[src/rtl/upc_cfg.svh]
/*
 * Constants of the port power mode controller: register offsets, field
 * positions, reset values and start-up counts.
 * Assumes inclusion by bare name from the package and the top module.
 */
`ifndef UPC_CFG_SVH
`define UPC_CFG_SVH

// ==========================================================================
// Register byte offsets on the Avalon-MM slave
`define UPC_OFS_PIN_STATE   4'h0
`define UPC_OFS_OVERRIDE    4'h4
`define UPC_OFS_ILIM_MAX    4'h8
`define UPC_OFS_ILIM_REQ    4'hc
`define UPC_ADDR_W          4

// ==========================================================================
// Field positions
`define UPC_PIN_PORT_POWER_ENABLE      0
`define UPC_PIN_MODE1       1
`define UPC_PIN_MODE2       2
`define UPC_PIN_EMU_EN      3
`define UPC_PIN_POLARITY    4
`define UPC_PIN_ATTACH      5
`define UPC_PIN_ALERT       6
`define UPC_PIN_W           7
`define UPC_OVR_ENABLE      0
`define UPC_OVR_VAL_LSB     1
`define UPC_ST_MODE_LSB     8
`define UPC_ST_PSTATE       11
`define UPC_ST_SWITCH       12
`define UPC_ST_ILIM_LSB     16
`define UPC_ILIM_W          4

// ==========================================================================
// Reset values and counts
`define UPC_RST_OVERRIDE    5'h00
`define UPC_RST_ILIM_MAX    4'hf
`define UPC_RST_ILIM_REQ    4'hf
`define UPC_POL_WAIT        2'h3

`endif

[src/rtl/upc_pkg.sv]
/*
 * Types shared by the port power mode controller.
 * Assumes upc_cfg.svh is on the include path.
 */
`include "upc_cfg.svh"

package upc_pkg;
   // ========================================================================
   // Operating modes decoded from the three mode pins
   typedef enum logic [2:0] {
      UPC_MODE_IDLE = 3'b000,
      UPC_MODE_DCE  = 3'b001,
      UPC_MODE_PASS = 3'b010,
      UPC_MODE_DCP  = 3'b011,
      UPC_MODE_SDP  = 3'b100,
      UPC_MODE_CDP  = 3'b101
   } upc_mode_t;

   // ========================================================================
   // Port power states
   typedef enum logic [0:0] {
      UPC_PS_DETECT = 1'b0,
      UPC_PS_ACTIVE = 1'b1
   } upc_pstate_t;

   typedef logic [`UPC_ILIM_W-1:0] upc_ilim_t;
endpackage

[src/rtl/upc_top.sv]
/*
 * Port power mode controller: mode decode, power switch gating, attach
 * state machine, pin override and an Avalon-MM register slave.
 * Assumes pins arrive asynchronously and one 50 MHz clock drives all logic.
 */
// Register access over Avalon-MM and the placing of the registers were chosen for this implementation.
// Notes on behaviour
// - Mode pins 001/101 emulation, 010/110 pass-through, 011 DCP, 100 SDP, 111 CDP.
// - Polarity pin captured once after power-up, held, never overridden.
// - Power switch closes only when enable level equals captured polarity.
// - Alert and attach outputs go low while their condition holds, else high.
// - Override replaces register copies of enable and mode pins; pins unchanged.
// - Attach in Detect with the switch closed moves to Active, applies emulation in DCE mode only and delivers current.
// - Removal returns to Detect and stops charging current.
// - Present current limit exceeds programmed maximum only in the one cycle after the maximum is lowered.
// - Registers keep contents between bus accesses; only reset restores defaults.
// - Pass-through applies no emulation, closes data switch, supplies current.
`timescale 1ns/100ps
`default_nettype none
`include "upc_cfg.svh"

module upc_top (
   input  wire logic                   i_sys_clk,
   input  wire logic                   i_resetn,
   input  wire logic [`UPC_ADDR_W-1:0] i_avs_address,
   input  wire logic                   i_avs_read,
   input  wire logic                   i_avs_write,
   input  wire logic [31:0]            i_avs_writedata,
   output logic [31:0]                 o_avs_readdata,
   output logic                        o_avs_waitrequest,
   input  wire logic                   i_port_power_enable,
   input  wire logic                   i_mode_select_one,
   input  wire logic                   i_mode_select_two,
   input  wire logic                   i_emulation_enable_pin,
   input  wire logic                   i_polarity_select,
   input  wire logic                   i_attach_sense,
   input  wire logic                   i_alert_cond,
   output logic                        o_power_switch_on,
   output logic                        o_fault_notify_n,
   output logic                        o_device_present_n,
   output logic                        o_hs_switch_close,
   output logic                        o_emulation_on,
   output logic                        o_charge_on,
   output upc_pkg::upc_mode_t          o_op_mode,
   output upc_pkg::upc_pstate_t        o_power_state,
   output upc_pkg::upc_ilim_t          o_ilim_present
);
   import upc_pkg::*;

   // =======================================================================
   // Functions
   // Mode pin triple {one, two, emu} to operating mode
   function automatic upc_mode_t mode_decode(input logic [2:0] pins);
      case (pins)
         3'b001, 3'b101: mode_decode = UPC_MODE_DCE;
         3'b010, 3'b110: mode_decode = UPC_MODE_PASS;
         3'b011:         mode_decode = UPC_MODE_DCP;
         3'b100:         mode_decode = UPC_MODE_SDP;
         3'b111:         mode_decode = UPC_MODE_CDP;
         default:        mode_decode = UPC_MODE_IDLE;
      endcase
   endfunction

   function automatic upc_ilim_t ilim_min(input upc_ilim_t a, input upc_ilim_t b);
      ilim_min = (a < b) ? a : b;
   endfunction

   // =======================================================================
   // Pin synchronisers
   logic [`UPC_PIN_W-1:0] pin_meta_r;
   logic [`UPC_PIN_W-1:0] pin_sync_r;
   logic [`UPC_PIN_W-1:0] pin_raw;

   assign pin_raw = {i_alert_cond, i_attach_sense, i_polarity_select,
                     i_emulation_enable_pin, i_mode_select_two,
                     i_mode_select_one, i_port_power_enable};

   // Two flops per pin; only the second stage is read by logic
   always_ff @(posedge i_sys_clk or negedge i_resetn) begin
      if (!i_resetn) begin
         pin_meta_r <= '0;
         pin_sync_r <= '0;
      end else begin
         pin_meta_r <= pin_raw;
         pin_sync_r <= pin_meta_r;
      end
   end

   // =======================================================================
   // Polarity capture: waits until the synchroniser holds a real sample
   logic [1:0] pol_wait_r;
   logic       pol_done_r;
   logic       polarity_r;

   always_ff @(posedge i_sys_clk or negedge i_resetn) begin
      if (!i_resetn) begin
         pol_wait_r <= 2'h0;
         pol_done_r <= 1'b0;
         polarity_r <= 1'b0;
      end else if (!pol_done_r) begin
         if (pol_wait_r == `UPC_POL_WAIT) begin
            polarity_r <= pin_sync_r[`UPC_PIN_POLARITY];
            pol_done_r <= 1'b1;
         end else begin
            pol_wait_r <= pol_wait_r + 2'h1;
         end
      end
   end

   // =======================================================================
   // Registers
   logic [4:0]            override_r;   // {emu, two, one, pwr, enable}
   upc_ilim_t             ilim_max_r;
   upc_ilim_t             ilim_req_r;
   logic [`UPC_PIN_W-1:0] pin_copy_r;
   logic                  ack_r;
   logic                  wr_take;
   logic                  rd_take;

   // One wait cycle per access; a write is taken when ack_r is high, a read when it is low
   assign o_avs_waitrequest = (i_avs_read | i_avs_write) & ~ack_r;
   assign wr_take           = i_avs_write & ack_r;
   assign rd_take           = i_avs_read & ~ack_r;

   always_ff @(posedge i_sys_clk or negedge i_resetn) begin
      if (!i_resetn) begin
         ack_r <= 1'b0;
      end else begin
         ack_r <= (i_avs_read | i_avs_write) & ~ack_r;
      end
   end

   // Writable registers hold their value with no bus traffic
   always_ff @(posedge i_sys_clk or negedge i_resetn) begin
      if (!i_resetn) begin
         override_r <= `UPC_RST_OVERRIDE;
         ilim_max_r <= `UPC_RST_ILIM_MAX;
         ilim_req_r <= `UPC_RST_ILIM_REQ;
      end else if (wr_take) begin
         case (i_avs_address)
            `UPC_OFS_OVERRIDE: override_r <= i_avs_writedata[4:0];
            `UPC_OFS_ILIM_MAX: ilim_max_r <= i_avs_writedata[`UPC_ILIM_W-1:0];
            `UPC_OFS_ILIM_REQ: ilim_req_r <= i_avs_writedata[`UPC_ILIM_W-1:0];
            default: ;
         endcase
      end
   end

   // Pin copies follow the pins (polarity bit the captured value); enable and mode bits take the override values when enabled
   always_ff @(posedge i_sys_clk or negedge i_resetn) begin
      if (!i_resetn) begin
         pin_copy_r <= '0;
      end else begin
         pin_copy_r <= pin_sync_r;
         pin_copy_r[`UPC_PIN_POLARITY] <= polarity_r;
         if (override_r[`UPC_OVR_ENABLE]) begin
            pin_copy_r[`UPC_PIN_EMU_EN:`UPC_PIN_PORT_POWER_ENABLE] <=
               override_r[4:`UPC_OVR_VAL_LSB];
         end
      end
   end

   // =======================================================================
   // Mode decode and power state
   upc_mode_t   mode;
   upc_pstate_t pstate_r;
   upc_pstate_t pstate_nxt;
   logic        switch_ok;

   assign mode = mode_decode({pin_copy_r[`UPC_PIN_MODE1], pin_copy_r[`UPC_PIN_MODE2],
                              pin_copy_r[`UPC_PIN_EMU_EN]});
   // Enable must equal the captured polarity; none before capture is done
   assign switch_ok = pol_done_r & (pin_copy_r[`UPC_PIN_PORT_POWER_ENABLE] == polarity_r);

   // Attach moves Detect to Active; removal or switch opening falls back
   always_comb begin
      pstate_nxt = pstate_r;
      case (pstate_r)
         UPC_PS_DETECT: begin
            if (pin_copy_r[`UPC_PIN_ATTACH] && switch_ok) begin
               pstate_nxt = UPC_PS_ACTIVE;
            end
         end
         UPC_PS_ACTIVE: begin
            if (!pin_copy_r[`UPC_PIN_ATTACH] || !switch_ok) begin
               pstate_nxt = UPC_PS_DETECT;
            end
         end
         default: pstate_nxt = UPC_PS_DETECT;
      endcase
   end

   always_ff @(posedge i_sys_clk or negedge i_resetn) begin
      if (!i_resetn) begin
         pstate_r <= UPC_PS_DETECT;
      end else begin
         pstate_r <= pstate_nxt;
      end
   end

   // =======================================================================
   // Registered outputs
   always_ff @(posedge i_sys_clk or negedge i_resetn) begin
      if (!i_resetn) begin
         o_power_switch_on  <= 1'b0;
         o_fault_notify_n   <= 1'b1;
         o_device_present_n <= 1'b1;
         o_hs_switch_close  <= 1'b0;
         o_emulation_on     <= 1'b0;
         o_charge_on        <= 1'b0;
         o_op_mode          <= UPC_MODE_IDLE;
         o_power_state      <= UPC_PS_DETECT;
         o_ilim_present     <= '0;
      end else begin
         o_power_switch_on  <= switch_ok;
         o_fault_notify_n   <= ~pin_copy_r[`UPC_PIN_ALERT];
         o_device_present_n <= ~pin_copy_r[`UPC_PIN_ATTACH];
         o_hs_switch_close  <= (mode == UPC_MODE_PASS);
         // Emulation only in Active and never in pass-through
         o_emulation_on     <= (pstate_r == UPC_PS_ACTIVE) &&
                               (mode == UPC_MODE_DCE);
         o_charge_on        <= (pstate_r == UPC_PS_ACTIVE) && switch_ok;
         o_op_mode          <= mode;
         o_power_state      <= pstate_r;
         o_ilim_present     <= ilim_min(ilim_req_r, ilim_max_r);
      end
   end

   // =======================================================================
   // Read data, loaded at the edge that ends the wait cycle
   always_ff @(posedge i_sys_clk or negedge i_resetn) begin
      if (!i_resetn) begin
         o_avs_readdata <= '0;
      end else if (rd_take) begin
         o_avs_readdata <= '0;
         case (i_avs_address)
            `UPC_OFS_PIN_STATE: begin
               o_avs_readdata[`UPC_PIN_W-1:0] <= pin_copy_r;
               o_avs_readdata[`UPC_ST_MODE_LSB +: 3] <= mode;
               o_avs_readdata[`UPC_ST_PSTATE]  <= pstate_r;
               o_avs_readdata[`UPC_ST_SWITCH]  <= switch_ok;
               o_avs_readdata[`UPC_ST_ILIM_LSB +: `UPC_ILIM_W] <= o_ilim_present;
            end
            `UPC_OFS_OVERRIDE: o_avs_readdata[4:0] <= override_r;
            `UPC_OFS_ILIM_MAX: o_avs_readdata[`UPC_ILIM_W-1:0] <= ilim_max_r;
            `UPC_OFS_ILIM_REQ: o_avs_readdata[`UPC_ILIM_W-1:0] <= ilim_req_r;
            default: ;
         endcase
      end
   end
endmodule
`default_nettype wire

[config.mk]
export PLATFORM = sky130hd
export DESIGN_NAME = upc_top
export DESIGN_NICKNAME = d
export VERILOG_FILES = /design/src/rtl/upc_pkg.sv /design/src/rtl/upc_top.sv
export VERILOG_INCLUDE_DIRS = /design/src /design/src/rtl
export SDC_FILE = /design/constraint.sdc
export NUM_CORES = 1
export LEC_CHECK = 0
export ABC_CLOCK_PERIOD_IN_PS = 2450
export BUFFER_PORTS_ARGS = -buffer_cell sky130_fd_sc_hd__buf_2
export CORE_MARGIN = 3
export CORE_UTILIZATION = 55
export CTS_BUF_LIST = sky130_fd_sc_hd__clkbuf_4 sky130_fd_sc_hd__clkbuf_8
export DETAILED_ROUTE_END_ITERATION = 7
export PLACE_DENSITY = 0.87
export SYNTH_ARGS = -nofsm -noshare
export SYNTH_HDL_FRONTEND = slang
export SYNTH_SLANG_ARGS = --single-unit
export TNS_END_PERCENT = 20
[constraint.sdc]
create_clock -name i_sys_clk -period 2.45 [get_ports i_sys_clk]
set_input_delay 0.49 -clock i_sys_clk [delete_from_list [all_inputs] [get_ports i_sys_clk]]
set_output_delay 0.49 -clock i_sys_clk [all_outputs]
set_load 0.005 [all_outputs]
==> results of run 1 <==
-- per-layer routing --
metal  global-route usage (%)  up-vias  routed length [um]
met4                    8.152        0                  80
met5                        0        -                   0
li1                         -      738                   -
met1                    24.96      802                2122
met2                    26.27       69                2210
met3                    4.965       11                 329
-- synthesized netlist by cell type, drive strengths merged --
| cell | count | share of area [%] |
|---|---|---|
| nor3 | 3 | 0.97 |
| inv | 7 | 0.97 |
| xor2 | 1 | 0.32 |
| and3 | 3 | 0.69 |
| xnor2 | 1 | 0.32 |
| nor3b | 1 | 0.28 |
| clkbuf | 3 | 0.41 |
| conb | 1 | 0.14 |
| nand2b | 3 | 0.69 |
| ha | 5 | 2.3 |
| a2111oi | 1 | 0.32 |
| o21ai | 9 | 1.7 |
| mux2 | 24 | 9.9 |
| nand3 | 1 | 0.18 |
| buf | 19 | 5.3 |
| or4b | 1 | 0.51 |
| nor2 | 4 | 0.55 |
| a22o | 11 | 4.0 |
| a21boi | 1 | 0.28 |
| and2 | 2 | 0.46 |
| a22oi | 8 | 2.2 |
| nor4b | 1 | 0.87 |
| dfstp | 10 | 9.7 |
| a21oi | 1 | 0.18 |
| nor2b | 3 | 0.69 |
| nand2 | 7 | 0.97 |
| dfrtp | 60 | 55 |
-- stage by stage --
stage | cell area (sq um) | total power, mW
3_3_place_gp | 2974 | 1.776
2_1_floorplan | 2778 | 1.643
4_1_cts | 3183 | 2.750
3_5_place_dp | 2974 | 1.795
6_report | 3183 | 2.730
5_1_grt | 3183 | 2.866
-- final cells by class --
| class | instances | area (sq um) |
|---|---|---|
| Sequential cell | 70 | 1764 |
| Multi-Input combinational cell | 107 | 832.0 |
| Clock buffer | 13 | 166.4 |
| Tap cell | 65 | 81.33 |
| Fill cell | 338 | 1381 |
| Inverter | 7 | 26.28 |
| Timing Repair Buffer | 51 | 270.3 |
| Clock inverter | 3 | 42.54 |
-- critical path: stages (launching register included) --
cell and delay (ps):
dfstp_2 540, inv_1 60, ha_1 280, a2111oi_0 370, a21oi_1 160, mux2_2 310
-- where the power goes --
part / internal [mW] / switching (mW)
Combinational: 0.186 / 0.170
Clock: 0.547 / 0.402
Sequential: 1.32 / 0.100
-- kinds of logic (layout without fill, tap and decap cells) --
logic type,Yosys count,count (layout)
xor gates and xnor gates,2,2
adders and majority gates,5,5
muxes,24,24
other,1,16
DFF,70,70
buffers and inverters,29,74
AOI/OAI and AO/OA,31,31
and+or+nand+nor,29,29
-- flip-flops by register name (all words and copies together) (netlist names), 4 cells and up --
| register | cells |
|---|---|
| o_avs_readdata | 16 |
| ilim_req_r | 4 |
| o_ilim_present | 4 |
| pin_sync_r | 7 |
| override_r | 5 |
| pin_copy_r | 7 |
| pin_meta_r | 7 |
| ilim_max_r | 4 |
-- how the worst max path moves through the flow --
stage | from | to | slack [ps] | cells past startpoint
floorplan | ilim_max_r[1] | o_ilim_present[0] | 760 | 5
global placement | i_avs_address[1] | o_avs_readdata[19] | 580 | 4
detailed placement | i_avs_address[1] | o_avs_readdata[8] | 540 | 4
CTS | ilim_max_r[1] | o_ilim_present[0] | 620 | 5
global route | ilim_max_r[1] | o_ilim_present[1] | 610 | 5
finish | ilim_max_r[1] | o_ilim_present[0] | 620 | 5
-- cell usage in the layout, fill, tap and decap left out, drive strengths merged, types with 2 or more instances in the layout --
cell type,instances
a22o,11
a22oi,8
and2,2
and3,3
buf,51
clkbuf,13
conb,16
dfrtp,60
dfstp,10
ha,5
inv,7
mux2,24
nand2,7
nand2b,3
nor2,4
nor2b,3
nor3,3
o21ai,9
==> qor.txt, run 1 <==
Clock Skews - 9.559 ps
largest family of logic cells by synthesized area - multiplexers
cts hold-fix bufs - 0
final wirelength - 4742 um
Die H - 76.34 um
Seq/Total Area, Yosys - 64.83%
count of cell types in the netlist - 32
die area - 0.005828 sq mm
Worst R2R Path Depth - 5
Remaining DRCs - 0
Die X - 76.34 um
final critical-path share of the clock period - 74.89%
First-pass DRT Iterations - 4
Crit Path Category - register to register
P&R area growth vs syn - 16.97%
GRT Total Usage - 17.92%
Slew Limit Fails - 0
status - finished, final reports clean
#FFs+latches synth - 70
htree depth - 3
Cell Area, Synth - 0.002721 sq mm
Worst Setup Start Kind - register
Core Area - 0.004564 sq mm
Placer Congestion - 0.8077
vias - 1620
hpwl dp - 3299 um
cell count after placement - 300
# clock sinks - 70
r2r startpoint - ilim_max_r[1]
pre-CTS setup slack - 536.9 ps
Post-DRT Antenna Nets - 0
effective utilization at floorplan - 59.62%
Worst Setup End Kind - register
Avg WL per Cell - 15.01 um
GR Overflow Total - 0
Power Dens Cells - 857.6 mW/mm^2
final std cells w/o fill - 316
clk buf depth - 2
initial antenna violation count - 0
I/O pin cnt - 94
Synth Area per Inst - 14.25 sq um
post-route setup TNS - 0 ps
Buffers on Ports - 50
root buf cell - clkbuf_8
CTS clock-pin slew for the worst setup and hold paths - 70 ps
PostCTS Resize Cnt - 0
reg2reg setup slack - 620 ps
FP Rows - 24
slew margin rel. - 54.87%
setup repair bufs after CTS - 0
worst setup margin - 615.2 ps
hold_ws - 166.4 ps
RSZ-0062 raised after global routing - no
Max-Cap Viols - 0
CTS Buf Count - 9
Worst-Margin Slew - 671.8 ps
Peak VDD IR - 0.4824 mV
Synth Area in Simple Gates - 6.851%
Post-Synth XOR/XNOR Area - 0.6437%
global-route wire length before repair - 8017 um
TritonCTS clock tree - built
FMAX - 545.0 MHz
worst min-delay path class - input pin to async pin
clk_lat worst skew - 330 ps
1st-iter DRT viols - 82
CP Max Fanout - 3
# diodes - 0
pin count of the biggest net entering global routing - 43
layout cell share with drive strength beyond 1 - 45.02%
vias in the first global route - 1584
mux contribution to synthesized area - 9.931%
minimum clock period after layout - 1835 ps
synth warn - 0
WP data arrival - 2050 ps
cell count after synthesis - 191
final hold vios - 0
# setup viols final - 0
vias per cell - 5.127
final core utilization - 69.74%
compound-cell area share of the yosys netlist - 8.644%
worst path required time - 2660 ps
adder-cell share of the synthesized area - 2.299%
Static Leak - 1.566 nW
reg2reg end - o_ilim_present[0]
final net count - 298
(Power assumes the default switching activity.)
==> inputs of run 2 (changes only) <==
--- a/config.mk
+++ b/config.mk
@@ -6,13 +6,13 @@
 export SDC_FILE = /design/constraint.sdc
 export NUM_CORES = 1
 export LEC_CHECK = 0
-export ABC_CLOCK_PERIOD_IN_PS = 2450
+export ABC_CLOCK_PERIOD_IN_PS = 1600
 export BUFFER_PORTS_ARGS = -buffer_cell sky130_fd_sc_hd__buf_2
 export CORE_MARGIN = 3
-export CORE_UTILIZATION = 55
+export CORE_UTILIZATION = 46
 export CTS_BUF_LIST = sky130_fd_sc_hd__clkbuf_4 sky130_fd_sc_hd__clkbuf_8
 export DETAILED_ROUTE_END_ITERATION = 7
-export PLACE_DENSITY = 0.87
+export PLACE_DENSITY = 0.77
 export SYNTH_ARGS = -nofsm -noshare
 export SYNTH_HDL_FRONTEND = slang
 export SYNTH_SLANG_ARGS = --single-unit
==> constraint.sdc (replaced) <==
create_clock -name i_sys_clk -period 1.6 [get_ports i_sys_clk]
set_input_delay 0.32 -clock i_sys_clk [delete_from_list [all_inputs] [get_ports i_sys_clk]]
set_output_delay 0.32 -clock i_sys_clk [all_outputs]
set_load 0.005 [all_outputs]
==> qor.txt, run 2 (same netlist as run 1, synthesis figures left out) <==
GR Overflow Total - 0 (unchanged)
hpwl dp - 3447 um (+4.5%)
htree depth - 3 (unchanged)
slowest cell delay on critical path - 540 ps (about the same)
root buf cell - clkbuf_8
# clock sinks - 70 (unchanged)
Max-Cap Viols - 0 (unchanged)
FMAX - 607.6 MHz (+11%)
Clock Skews - 3.520 ps (-6.039 ps)
P&R area growth vs syn - 22.67%
final std cells w/o fill - 338 (+7.0%)
final hold vios - 0 (unchanged)
Post-DRT Antenna Nets - 0 (unchanged)
vias per cell - 4.757 (-7.2%)
Static Leak - 1.642 nW (+4.8%)
global-route wire length before repair - 7976 um (-0.51%)
minimum clock period after layout - 1646 ps (-189.0 ps)
Die X - 82.92 um (+8.6%)
Largest register FFs - 16 (unchanged)
failing checks - negative setup slack
Buffers on Ports - 50 (unchanged)
GRT Total Usage - 14.87% (-3.0 points)
worst min-delay path class - input pin to register
cell count after placement - 321 (+7.0%)
Area after DPL - 0.003123 sq mm (+5.0%)
CTS Buf Count - 9 (unchanged)
clk buf depth - 2 (unchanged)
Crit Path Category - register to register
final wirelength - 4745 um (about the same)
crit-path cells - inv_1 -> ha_4 -> a2111oi_4 -> a21oi_2 -> mux2_2
Remaining DRCs - 0 (unchanged)
CTS clock-pin slew for the worst setup and hold paths - 70 ps (about the same)
final critical-path share of the clock period - 102.9% (+28 points)
most common cell after layout, fill and taps aside - dfrtp_1
most frequent cells in the layout - dfrtp_1 (60), buf_2 (50), mux2_2 (23), conb_1 (16)
effective utilization at floorplan - 48.53% (-11 points)
initial antenna violation count - 0 (unchanged)
setup repair bufs after CTS - 0 (unchanged)
TritonCTS clock tree - built
PostCTS Resize Cnt - 0 (unchanged)
# setup viols final - 3 (+3)
WP data arrival - 1870 ps (-180 ps)
die area - 0.006875 sq mm (+18%)
vias in the first global route - 1605 (+1.3%)
1st-iter DRT viols - 75 (-8.5%)
Placer Congestion - 0.8236 (+2.0%)
pin count of the biggest net entering global routing - 71 (+65%)
Fillers - 465 (+38%)
FP Rows - 27 (+13%)
Top reg by flops - o_avs_readdata
layout cell share with drive strength beyond 1 - 48.87% (+3.9 points)
Slew Limit Fails - 0 (unchanged)
worst path required time - 1830 ps (-830 ps)
Worst Setup Start Kind - register
clk_lat worst skew - 340 ps (about the same)
CP Max Fanout - 3 (unchanged)
vias - 1608 (-0.74%)
Die H - 82.92 um (+8.6%)
I/O pin cnt - 94 (unchanged)
final net count - 313 (+5.0%)
Worst Setup End Kind - register
status - finished with violations
Peak VDD IR - 0.5617 mV (+16%)
Crit-path slowest cell - dfstp_2
final instance area - 0.003338 sq mm (+4.9%)
Avg WL per Cell - 14.04 um (-6.4%)
worst setup margin - -45.77 ps (-661.0 ps)
Power Dens Cells - 1269 mW/mm^2 (+48%)
RSZ-0062 raised after global routing - yes
First-pass DRT Iterations - 4 (unchanged)
Core Area - 0.005608 sq mm (+23%)
# diodes - 0 (unchanged)
==> run 2: changes by cell type in the layout (fill, tap and decap cells not counted) <==
cell           before  now
a21oi_1             1    0
clkbuf_4            2    0
ha_4                0    1
bufinv_16           1    0
ha_1                5    4
buf_4               0   14
clkbuf_8           11   14
dlygate4sd3_1       0    1
a21oi_2             0    1
a2111oi_0           1    0
a2111oi_4           0    1
==> run 2: what timing repair did <==
item | in CTS | in global routing
hold buffers | 1 | 0
pin swaps | 1 | 0
endpoints found under the hold margin | 60 | 0
setup endpoints to repair | 3 | 3
cloned | 0 | 0
==> run 2: power breakdown <==
group	leakage, nW	total (mW)	switching (mW)	internal (mW)
Sequential	0.854	2.16	0.138	2.03
Clock	0.105	1.39	0.615	0.772
Combinational	0.684	0.685	0.304	0.381
==> run 2: final timing paths <==
| check | from | end | slack, ps | cells after the start |
|---|---|---|---|---|
| max in group asynchronous | i_resetn | ilim_req_r[2] | 720 | 3 |
| hold / removal | i_mode_select_one | pin_meta_r[1] | 80 | 1 |
| hold reg to reg | pin_meta_r[4] | pin_sync_r[4] | 350 | 0 |
| setup reg to reg | ilim_max_r[1] | o_ilim_present[2] | -50 | 5 |
| min in group asynchronous | i_resetn | o_ilim_present[1] | 540 | 3 |
| setup / recovery | ilim_max_r[1] | o_ilim_present[2] | -50 | 5 |
==> run 2: stage by stage <==
step                      util [%]  worst slack, ps  TNS [ps]  hold WS, ps  total power, mW
after global routing         59.53           -98.79    -286.8        58.85            4.451
after global placement       55.69           -25.03    -64.05        332.0            2.867
after detailed placement     55.69           -31.82    -86.78        334.7            2.887
final                        59.53           -45.77    -124.2        77.42            4.236
after CTS                    59.53           -47.58    -133.0        59.75            4.292
after floorplan                  -            25.54         0        24.41            2.590
==> run 2: worst max-delay path: cells and delay by family, from the launching register on <==
family                   cells  cell delay (ps)
AO/OA/AOI/OAI                2              390
adder cells (fa/ha/maj)      1              250
buffers and inverters        1               70
flip-flops                   1              540
multiplexers                 1              290
==> run 2: routing by layer <==
metal / GRT usage (%) / share of wire, %
met1: 20.29 / 46
met2: 20.92 / 45
met3: 4.167 / 7.0
met4: 9.361 / 2.0
met5: 0 / 0
==> run 2: area by class of cell <==
class,count,area (sq um),share of cell area [%]
multi-input combinational,107,867.1,25.97
inverter,7,26.28,0.7871
tap,72,90.09,2.699
timing repair buffer,66,385.4,11.54
clock inverter,2,12.51,0.3748
clock buffer,14,192.7,5.772
sequential,70,1764,52.85
